`config.mk`:
```
export PLATFORM = sky130hd
export DESIGN_NAME = eeprom_slave
export DESIGN_NICKNAME = d
export VERILOG_FILES = /design/src/include/eeprom_pkg.sv /design/src/core/eeprom_array.sv /design/src/core/eeprom_slave.sv
export SDC_FILE = /design/constraint.sdc
export NUM_CORES = 1
export LEC_CHECK = 0
export BUFFER_PORTS_ARGS = -buffer_cell sky130_fd_sc_hd__buf_2
export CAP_MARGIN = 0
export CELL_PAD_IN_SITES_DETAIL_PLACEMENT = 0
export CELL_PAD_IN_SITES_GLOBAL_PLACEMENT = 1
export CORE_MARGIN = 2
export CORE_UTILIZATION = 48
export DETAILED_ROUTE_END_ITERATION = 10
export PLACE_DENSITY = 0.77
export SYNTH_ARGS = -nofsm -noshare
export SYNTH_HDL_FRONTEND = slang
export SYNTH_HIERARCHICAL = 1
export SYNTH_SLANG_ARGS = --single-unit
```
`constraint.sdc`:
```
create_clock -name clk_in -period 6.57 [get_ports clk_in]
set_clock_uncertainty 0.15 [all_clocks]
set_input_delay 0.657 -clock clk_in [delete_from_list [all_inputs] [get_ports clk_in]]
set_output_delay 0.657 -clock clk_in [all_outputs]
set_load 0.005 [all_outputs]
```
`src/include/eeprom_pkg.sv`:
```
package eeprom_pkg;

	// ******************************************************
	// array and page geometry
	// ******************************************************
	localparam int unsigned ARRAY_WORDS = 128;
	localparam int unsigned ADDR_W      = 7;
	localparam int unsigned PAGE_BYTES  = 8;
	localparam int unsigned PAGE_W      = 3;

	// ******************************************************
	// slave address field and bit counter limits
	// ******************************************************
	localparam logic [3:0] DEVICE_CODE = 4'hA;
	localparam logic [2:0] BIT_LAST    = 3'h7;
	localparam logic [2:0] BIT_FIRST   = 3'h0;

	// ******************************************************
	// self-timed write cycle
	// ******************************************************
	localparam int unsigned CLK_HZ        = 100_000_000;
	localparam int unsigned TWR_TYP_MS    = 2;
	localparam int unsigned TWR_MAX_MS    = 10;
	localparam int unsigned TWR_CYCLES    = TWR_TYP_MS * (CLK_HZ / 1000);
	localparam int unsigned TWR_MAX_CYC   = TWR_MAX_MS * (CLK_HZ / 1000);
	localparam int unsigned TIMER_W       = 20;

	// ******************************************************
	// bus engine states
	// ******************************************************
	typedef enum logic [2:0] {
		S_IDLE,
		S_ADDR,
		S_WORD,
		S_WDATA,
		S_ACK,
		S_RDATA,
		S_RACK
	} fsm_t;

endpackage

```
`src/core/eeprom_array.sv`:
```
`timescale 1ns/1ps
module eeprom_array
	import eeprom_pkg::*;
(
	input  wire logic                       clk_in,
	input  wire logic                       ce_in,
	input  wire logic                       wr_en_in,
	input  wire logic [eeprom_pkg::ADDR_W-1:0] wr_addr_in,
	input  wire logic [7:0]                 wr_data_in,
	input  wire logic [eeprom_pkg::ADDR_W-1:0] rd_addr_in,
	output logic      [7:0]                 rd_data_out
);
	import eeprom_pkg::*;

	typedef struct packed {
		logic [ARRAY_WORDS-1:0][7:0] cells;
		logic [7:0]                  rd;
	} arr_t;

	arr_t st;
	arr_t nx;

	// contents are nonvolatile in intent, so no reset touches them
	always_comb begin
		nx = st;
		if (wr_en_in) begin
			nx.cells[wr_addr_in] = wr_data_in;
		end
		nx.rd = st.cells[rd_addr_in];
	end

	always_ff @(posedge clk_in) begin
		if (ce_in) begin
			st <= nx;
		end
	end

	assign rd_data_out = st.rd;

endmodule // eeprom_array

```
`src/core/eeprom_slave.sv`:
```
`timescale 1ns/1ps
module eeprom_slave
	import eeprom_pkg::*;
#(
	parameter int unsigned WRITE_CYCLES = eeprom_pkg::TWR_CYCLES
) (
	input  wire logic       clk_in,
	input  wire logic       rst_in,
	input  wire logic       ce_in,
	input  wire logic       scl_in,
	input  wire logic       sda_in,
	input  wire logic [2:0] chip_select_straps_in,
	output logic            sda_out,
	output logic            sda_oe_out,
	output logic            busy_out
);
	import eeprom_pkg::*;

	// ******************************************************
	// state
	// ******************************************************
	typedef struct packed {
		logic                      scl_s1;
		logic                      scl_s2;
		logic                      scl_p;
		logic                      sda_s1;
		logic                      sda_s2;
		logic                      sda_p;
		logic [2:0]                cs_s1;
		logic [2:0]                cs_s2;
		fsm_t                      state;
		fsm_t                      after;
		logic [2:0]                cnt;
		logic [7:0]                shift;
		logic [7:0]                tx;
		logic                      is_read;
		logic [7:0]                ptr;
		logic                      sda_oe;
		logic [PAGE_BYTES-1:0][7:0] page;
		logic [PAGE_BYTES-1:0]     valid;
		logic                      busy;
		logic                      commit;
		logic [PAGE_W-1:0]         cidx;
		logic [TIMER_W-1:0]        timer;
	} slave_t;

	slave_t st;
	slave_t nx;

	logic              scl_rise;
	logic              scl_fall;
	logic              start_det;
	logic              stop_det;
	logic              addr_match;
	logic [7:0]        rx_byte;
	logic [7:0]        mem_rd;
	logic              mem_we;
	logic [ADDR_W-1:0] mem_wa;

	// ******************************************************
	// bus events, taken from the second sync stage only
	// ******************************************************
	assign scl_rise  = st.scl_s2 & ~st.scl_p;
	assign scl_fall  = ~st.scl_s2 & st.scl_p;
	assign start_det = st.scl_s2 & st.scl_p & ~st.sda_s2 & st.sda_p;
	assign stop_det  = st.scl_s2 & st.scl_p & st.sda_s2 & ~st.sda_p;
	assign rx_byte   = {st.shift[6:0], st.sda_s2};
	assign addr_match = (rx_byte[7:4] == DEVICE_CODE)
		&& (rx_byte[3:1] == st.cs_s2)
		&& !st.busy;

	// ******************************************************
	// array and commit port
	// ******************************************************
	assign mem_we = st.busy & st.commit & st.valid[st.cidx];
	assign mem_wa = {st.ptr[ADDR_W-1:PAGE_W], st.cidx};

	eeprom_array u_array (
		.clk_in      (clk_in),
		.ce_in       (ce_in),
		.wr_en_in    (mem_we),
		.wr_addr_in  (mem_wa),
		.wr_data_in  (st.page[st.cidx]),
		.rd_addr_in  (st.ptr[ADDR_W-1:0]),
		.rd_data_out (mem_rd)
	);

	// ******************************************************
	// next state
	// ******************************************************
	always_comb begin
		nx = st;
		nx.scl_s1 = scl_in;
		nx.scl_s2 = st.scl_s1;
		nx.scl_p  = st.scl_s2;
		nx.sda_s1 = sda_in;
		nx.sda_s2 = st.sda_s1;
		nx.sda_p  = st.sda_s2;
		nx.cs_s1  = chip_select_straps_in;
		nx.cs_s2  = st.cs_s1;

		// self-timed write: copy the page into the array, then wait
		if (st.busy) begin
			if (st.commit) begin
				nx.cidx = st.cidx + 3'h1;
				if (st.cidx == BIT_LAST) begin
					nx.commit = 1'b0;
					nx.valid  = '0;
					nx.timer  = TIMER_W'(WRITE_CYCLES);
				end
			end else if (st.timer <= TIMER_W'(1)) begin
				nx.busy = 1'b0;
			end else begin
				nx.timer = st.timer - TIMER_W'(1);
			end
		end

		// a repeated START drops uncommitted bytes but keeps the pointer
		if (start_det) begin
			nx.state  = S_ADDR;
			nx.cnt    = BIT_FIRST;
			nx.sda_oe = 1'b0;
			if (!st.busy) begin
				nx.valid = '0;
			end
		end else if (stop_det) begin
			nx.state  = S_IDLE;
			nx.sda_oe = 1'b0;
			if ((|st.valid) && !st.busy) begin
				nx.busy   = 1'b1;
				nx.commit = 1'b1;
				nx.cidx   = '0;
			end
		end else begin
			case (st.state)
				S_ADDR, S_WORD, S_WDATA: begin
					if (scl_rise) begin
						nx.shift = rx_byte;
						nx.cnt   = st.cnt + 3'h1;
						if (st.cnt == BIT_LAST) begin
							nx.state = S_ACK;
							case (st.state)
								S_ADDR: begin
									nx.is_read = rx_byte[0];
									nx.after   = rx_byte[0] ? S_RDATA : S_WORD;
									if (!addr_match) begin
										nx.state = S_IDLE;
									end
								end
								S_WORD: begin
									nx.ptr   = rx_byte;
									nx.valid = '0;
									nx.after = S_WDATA;
								end
								default: begin
									// wraps within the page
									nx.page[st.ptr[2:0]]  = rx_byte;
									nx.valid[st.ptr[2:0]] = 1'b1;
									nx.ptr[2:0] = st.ptr[2:0] + 3'h1;
									nx.after    = S_WDATA;
								end
							endcase
						end
					end
				end
				S_ACK: begin
					// pull low at one fall; at the next, let go, or drive the first bit of a read
					if (scl_fall) begin
						if (!st.sda_oe) begin
							nx.sda_oe = 1'b1;
						end else begin
							nx.sda_oe = 1'b0;
							nx.cnt    = BIT_FIRST;
							nx.state  = st.after;
							if (st.after == S_RDATA) begin
								nx.tx     = mem_rd;
								nx.sda_oe = ~mem_rd[7];
							end
						end
					end
				end
				S_RDATA: begin
					// new bit only after clock falls
					if (scl_fall) begin
						if (st.cnt == BIT_LAST) begin
							nx.sda_oe = 1'b0;
							nx.ptr    = st.ptr + 8'h01;
							nx.state  = S_RACK;
						end else begin
							nx.cnt    = st.cnt + 3'h1;
							nx.tx     = {st.tx[6:0], 1'b0};
							nx.sda_oe = ~st.tx[6];
						end
					end
				end
				S_RACK: begin
					if (scl_rise && st.sda_s2) begin
						nx.state = S_IDLE;
					end else if (scl_fall) begin
						nx.tx     = mem_rd;
						nx.sda_oe = ~mem_rd[7];
						nx.cnt    = BIT_FIRST;
						nx.state  = S_RDATA;
					end
				end
				default: begin
					nx.sda_oe = 1'b0;
				end
			endcase
		end
	end

	// ******************************************************
	// registers
	// ******************************************************
	// sync stages reset low; idle state ignores the edges this makes
	always_ff @(posedge clk_in) begin
		if (rst_in) begin
			st <= '0;
		end else if (ce_in) begin
			st <= nx;
		end
	end

	// open drain: the pad only ever pulls low
	assign sda_out    = 1'b0;
	assign sda_oe_out = st.sda_oe;
	assign busy_out   = st.busy;

	// ******************************************************
	// checks
	// ******************************************************
	a_no_ack_busy: assert property (
		@(posedge clk_in) disable iff (rst_in)
		(st.state == S_ACK) |-> !st.busy)
		else $error("acknowledge phase while write cycle runs");

	a_start_addr: assert property (
		@(posedge clk_in) disable iff (rst_in)
		(ce_in && start_det) |=> (st.state == S_ADDR && st.cnt == 3'h0
			&& !st.sda_oe))
		else $error("start did not open address phase");

	a_stop_idle: assert property (
		@(posedge clk_in) disable iff (rst_in)
		(ce_in && stop_det) |=> (st.state == S_IDLE && !st.sda_oe))
		else $error("stop did not return to idle");

	a_mismatch_idle: assert property (
		@(posedge clk_in) disable iff (rst_in)
		(ce_in && st.state == S_ADDR && scl_rise && st.cnt == 3'h7
			&& !addr_match) |=> (st.state == S_IDLE && !st.sda_oe))
		else $error("unmatched address was not ignored");

	a_hold_high: assert property (
		@(posedge clk_in) disable iff (rst_in)
		(ce_in && st.scl_s2 && st.scl_p && !start_det && !stop_det)
			|=> $stable(st.sda_oe))
		else $error("data drive changed while clock high");

	a_stop_commit: assert property (
		@(posedge clk_in) disable iff (rst_in)
		(ce_in && stop_det && (|st.valid) && !st.busy)
			|=> (st.busy && st.commit && st.cidx == 3'h0))
		else $error("stop after data did not start write");

	a_page_wrap: assert property (
		@(posedge clk_in) disable iff (rst_in)
		(ce_in && st.state == S_WDATA && scl_rise && st.cnt == 3'h7)
			|=> (st.ptr[7:3] == $past(st.ptr[7:3])
			&& st.ptr[2:0] == 3'($past(st.ptr[2:0]) + 3'h1)))
		else $error("page pointer did not wrap in page");

	a_read_step: assert property (
		@(posedge clk_in) disable iff (rst_in)
		(ce_in && st.state == S_RDATA && scl_fall && st.cnt == 3'h7)
			|=> (st.ptr == 8'($past(st.ptr) + 8'h01)
			&& st.state == S_RACK && !st.sda_oe))
		else $error("read pointer did not advance by one");

	a_nack_release: assert property (
		@(posedge clk_in) disable iff (rst_in)
		(ce_in && st.state == S_RACK && scl_rise && st.sda_s2
			&& !stop_det) |=> (st.state == S_IDLE && !st.sda_oe))
		else $error("line not released after master nack");

	a_dir_select: assert property (
		@(posedge clk_in) disable iff (rst_in)
		(ce_in && st.state == S_ADDR && scl_rise && st.cnt == 3'h7
			&& addr_match) |=> (st.is_read == $past(st.sda_s2)
			&& st.state == S_ACK))
		else $error("direction bit not taken");

endmodule // eeprom_slave

```
* Word level (Yosys, flattened, before mapping) *
Cells that the tools add are included.

word-level totals
  bits of input ports = 8
  output and inout port bits = 3
  logic and storage cells = 344
  register bits = 1176

cells by class
  reductions and logical operators = 26
  bitwise gates (word level) = 19
  muxes and demuxes = 85
  order comparisons = 7
  $add $sub $neg = 5
  equal/unequal tests = 43

operators with widths
  operator                 number
  $bwmux W1024             1
  $mux W8                  21
  $bwmux W64               1
  $mux W20                 3
  $mux W3                  19
  $bmux W8 S7              1
  $demux W8 S7             1
  $mux W33                 1
  $ne A4 B4 Y1 const B     8
  $pmux W8 S2              2
  $mux W28                 1
  $ne A2 B2 Y1 const B     14
  $mux W9                  3
  $reduce_and A9 Y1        3
  $bmux W8 S3              1
  $demux W8 S3             1
  $ne A3 B3 Y1 const B     8
  $pmux W3 S4              2
  $pmux W8 S3              1
  $le A20 B1 Y1 const B    1
  $mux W5                  4
  $sub A20 B1 Y20 const B  1
  $eq A3 B3 Y1 const B     6
  $mux W17                 1
  other kinds (38)         80

* Depth between registers and ports, before layout *
  depth after elaboration = 11
  depth in mapped cells = 10
  gate-level depth less buffers = 7

* Modules after synthesis *
Netlist, hierarchy kept.

modules (own cells, without submodules)
  module        times used  seq. area each (µm²)  cells each  area an instance (µm²)
  eeprom_array  1           30989.7               1644        39813.2
  eeprom_slave  1           2802.7                720         6911.6

* Worst setup path before layout *
No wires, ideal clock.

  kind = reg2reg
  start = register st[98] (netlist name)
  end = register u_array.st, in the netlist u_array/rd_data_out[0] (data pin)
  library setup time = 260 ps
  period minus slack after synthesis = 3157 ps
  stages on the path, launching flop included = 7
  arrival = 2747 ps
  path slack = 3413 ps
  path buffers = 2
  required time = 6160 ps
  cells stage by stage = dfxtp_1 > clkbuf_1 > buf_1 > mux4_2 > mux4_2 > mux4_2 > mux2_2

RTL lines
  what                  RTL line            text
  end signal, assigned  eeprom_array.sv:34  st <= nx;
  end, declared         eeprom_array.sv:20  arr_t st;

* Final worst setup path *
  start = register st, in the netlist mem_wa[2]
  end = register u_array/st[668] in the netlist's numbering, enable pin

between the ends
  cells in the longest elaborated chain, start to end = 4

ends and longest elaborated chain
  what                           RTL line             text
  start, declared                eeprom_slave.sv:47   slave_t st;
  start signal, assigned         eeprom_slave.sv:221  st <= nx;
  $bmux W1 S3                    eeprom_slave.sv:75   assign mem_we = st.busy & st.commit & st.valid[st.cidx];
  $mux W1 (implied by the code)  eeprom_slave.sv:75
  $and A1 B1 Y1                  eeprom_slave.sv:75
  named net mem_we               eeprom_slave.sv:57   logic mem_we;
  $reduce_and A2 Y1 (no line)    -

The timed path passes the listed nets, and every way through them passes these cells. The select of a mux whose other input is x is not followed.
A chain may end at the register's enable or synchronous reset.

==> metrics.yaml <==
routing:
  drc: 0
  final_antenna_net_count: 0
  wire_per_inst_um: 27.86
  totalWireLength_um: 104000
  via_count: 23210
  via_per_inst: 6.213
  drtPass1Iterations: 6
  drtIter0Drc: 2914
cells_and_area:
  final_core_util_pct: 53.51
  stdcell_area_mm2: 0.05167
  n_fill_cell: 7221
  instances_no_fill: 3735
  area_growth_pct: 10.58
  layout-drive-gt1-share_pct: 25.14
  nets: 2378
synth:
  synthTopCellsByArea: "edfxtp_1 (66%), mux4_2 (17%), dfxtp_1 (6.0%)"
  avgSynthCellArea_um2: 19.77
  synth-edff-count: 1032
  async_flop_share_pct: 0
  yosysWarnings: 6
  syn_area_mm2: 0.04672
  postSynthCellCount: 2364
  synth_seq_cells: 1172
  synth.largest_area_cell: "edfxtp_1"
  synth_cell_types: 72
  seq_area_frac_synth_pct: 72.32
  syn-num-nets: 2379
  synthFlopType: "edfxtp_1"
  yosysTopAreaCellShare_pct: 66.32
power:
  ir_drop_mv: 0.1988
  p_switching_uw: 2777
  power.share.clock_pct: 44.3
  powerDensity_mw_per_mm2: 278.9
  p_int_uw: 11630
  sw_frac_of_total_pct: 19.28
  leakagePower_uw: 0.01830
  p_comb_share_pct: 0.2
  seqPwrFrac_pct: 55.4
outcome:
  status: "finished clean"
global_route:
  grt_usage_pct: 21.22
  grt_pass1_vias: 23400
  grt_antenna_before_repair: 1
  grt_max_degree: 101
  grt_pass1_wl_um: 155400
  grt.overflow.total: 0
worst_setup_path:
  crit_path_cell_trace: "mux2i_1 > nor2_1 > and2_1 > nand3_1 > buf_4 > nor2_1"
  r2r_setup_slack_ns: 2.41
  cp_max_fo: 19
  critPathTopFamily: "simple AND/OR/NAND/NOR gates"
  path_buf_inv: 1
  crit_arrival_ns: 4.32
  cpMostUsedCell: "nor2_1"
  critPathCaptureType: "flop"
  cp_slowest_cell: "dfxtp_1"
  worstPathRequired_ns: 6.73
  crit_type: "reg2reg"
  slowest_delay_ns: 1.05
  start_kind: "flop"
cts:
  cts_sinks: 1172
  clkLatencyLatePin_ns: 0.70
  post_cts_buffers: 0
  cts_tree: "built"
  cts-root-buf: "clkbuf_16"
  cts_buffers: 113
  clk_pin_slew_ns: 0.06
  clk_path_buf_depth: 3
  ctsHoldBuffers: 0
  cts-resized-gates: 0
  htree_levels: 3
sta:
  tightestPinTransition_ns: 1.245
  setup_viol: 0
  hold_viol_final: 0
  rsz0062_at_grt: "false"
  tns_ns: 0
  slew_viol_final: 0
  fin_crit_ns: 4.159
  max-slew-margin-rel_pct: 16.52
  period_share_pct: 63.30
  fmax_mhz: 240.5
floorplanning:
  coreArea_mm2: 0.09657
  dieHeight_um: 316
  die_x_um: 316
  die-area_mm2: 0.09986
  initial_core_util_pct: 48.39
  row_count: 114
  ioPinCount: 11
place:
  post-place-cells: 3524
  hpwl_um: 60800
  placed_area_mm2: 0.04802
  port_buffers: 9
  finalWeightedCongestion: 0.7889
job:
  max-cap-violations: 0
hold_path:
  holdCritPathClass: "in2reg"
-- metrics by stage --
step | hold slack (ns) | setup slack (ns) | total power [µW]
2_1_floorplan | 0.2857 | 3.413 | 8171
3_3_place_gp | 0.2984 | 2.441 | 8179
3_5_place_dp | 0.3178 | 2.472 | 8180
4_1_cts | 0.01884 | 2.419 | 14510
5_1_grt | 0.05422 | 2.285 | 14800
6_report | 0.05216 | 2.411 | 14410
-- final timing paths --
check,startpoint,end,cells past startpoint
min,chip_select_straps_in[0],nx[132],3
max reg2reg,mem_wa[2],u_array/st[668],6
max,mem_wa[2],u_array/st[668],6
min reg2reg,st[125],st[125],2
-- worst register-to-register path: stages, from the launching register on --
cell	delay, ns
dfxtp_1	1.05
mux2i_1	0.18
nor2_1	0.33
and2_1	0.25
nand3_1	0.59
buf_4	0.46
nor2_1	0.78
-- power by group through the flow --
stage          registers [µW]  clock network (µW)  logic (µW)
4_1_cts                  7990                6490        35.7
2_1_floorplan            8140                   0        27.8
3_3_place_gp             8140                   0        34.3
6_report                 7990                6390        35.6
5_1_grt                  7980                6780        39.0
3_5_place_dp             8140                   0        35.5
-- per-layer routing --
layer | track usage [%] | vias up | wire, µm
met5 | 0 | - | 12
met3 | 3.489 | 165 | 7947
met2 | 34.25 | 1004 | 51010
met4 | 6.721 | 2 | 2713
li1 | - | 9662 | -
met1 | 29.89 | 12370 | 42370
-- cell type report --
type                            count  area (µm²)  area share [%]
Sequential cell                  1172       33810           65.43
Multi-Input combinational cell   1027       12250           23.71
Clock buffer                      133        2913           5.637
Tap cell                         1276        1597           3.090
Clock inverter                     77       734.5           1.421
Timing Repair Buffer               40       330.3          0.6393
Inverter                            9       33.78         0.06538
Antenna cell                        1       2.502        0.004843
-- synth_stat cells (all sizes together), types with 8 or more instances --
library cell / instances
edfxtp: 1032
mux4: 354
nor2: 253
dfxtp: 140
mux2i: 101
clkbuf: 91
buf: 65
nand2: 41
nand3: 33
a21oi: 26
mux2: 17
o31ai: 14
a31oi: 13
nor3: 13
nand2b: 11
nor2b: 11
or4: 11
o21ai: 10
inv: 9
or2: 9
a211oi: 8
xor2: 8
-- cells in the final DEF (no fill, tap or decap), types with 6 or more instances in the layout --
cell       instances
a211oi_1           8
a21oi_1           26
a31oi_1           13
buf_2              8
buf_4             28
bufinv_16         12
clkbuf_1          19
clkbuf_16        113
clkinv_1          21
clkinv_2          32
dfxtp_1          136
edfxtp_1        1032
ha_1               7
inv_1              9
mux2_2             9
mux2_4             8
mux2i_1          101
mux4_2           354
nand2_1           41
nand2b_1          11
nand3_1           31
nand3b_1           6
nand4_1            7
nor2_1           253
nor2b_1           11
nor3_1            10
o21ai_0           10
o31ai_1           12
or2_2              8
or4_1             10
xor2_1             8
-- cells by family after synthesis --
logic type | synth area share [%]
compound gates | 1.636
fa+ha+maj | 0.1874
buf+inv | 1.575
xor+xnor | 0.2410
simple gates | 4.394
other cells | 0.008026
mux | 19.64
flops | 72.32
-- state kept, by name, summed over array words and instances (netlist names) --
register             flops
st                     117
u_array/rd_data_out      8
rx_byte                  7
busy_out                 1
mem_wa                   7
sda_oe_out               1
nx                       7
u_array/st            1024
Power figures use the tool's default switching activity.
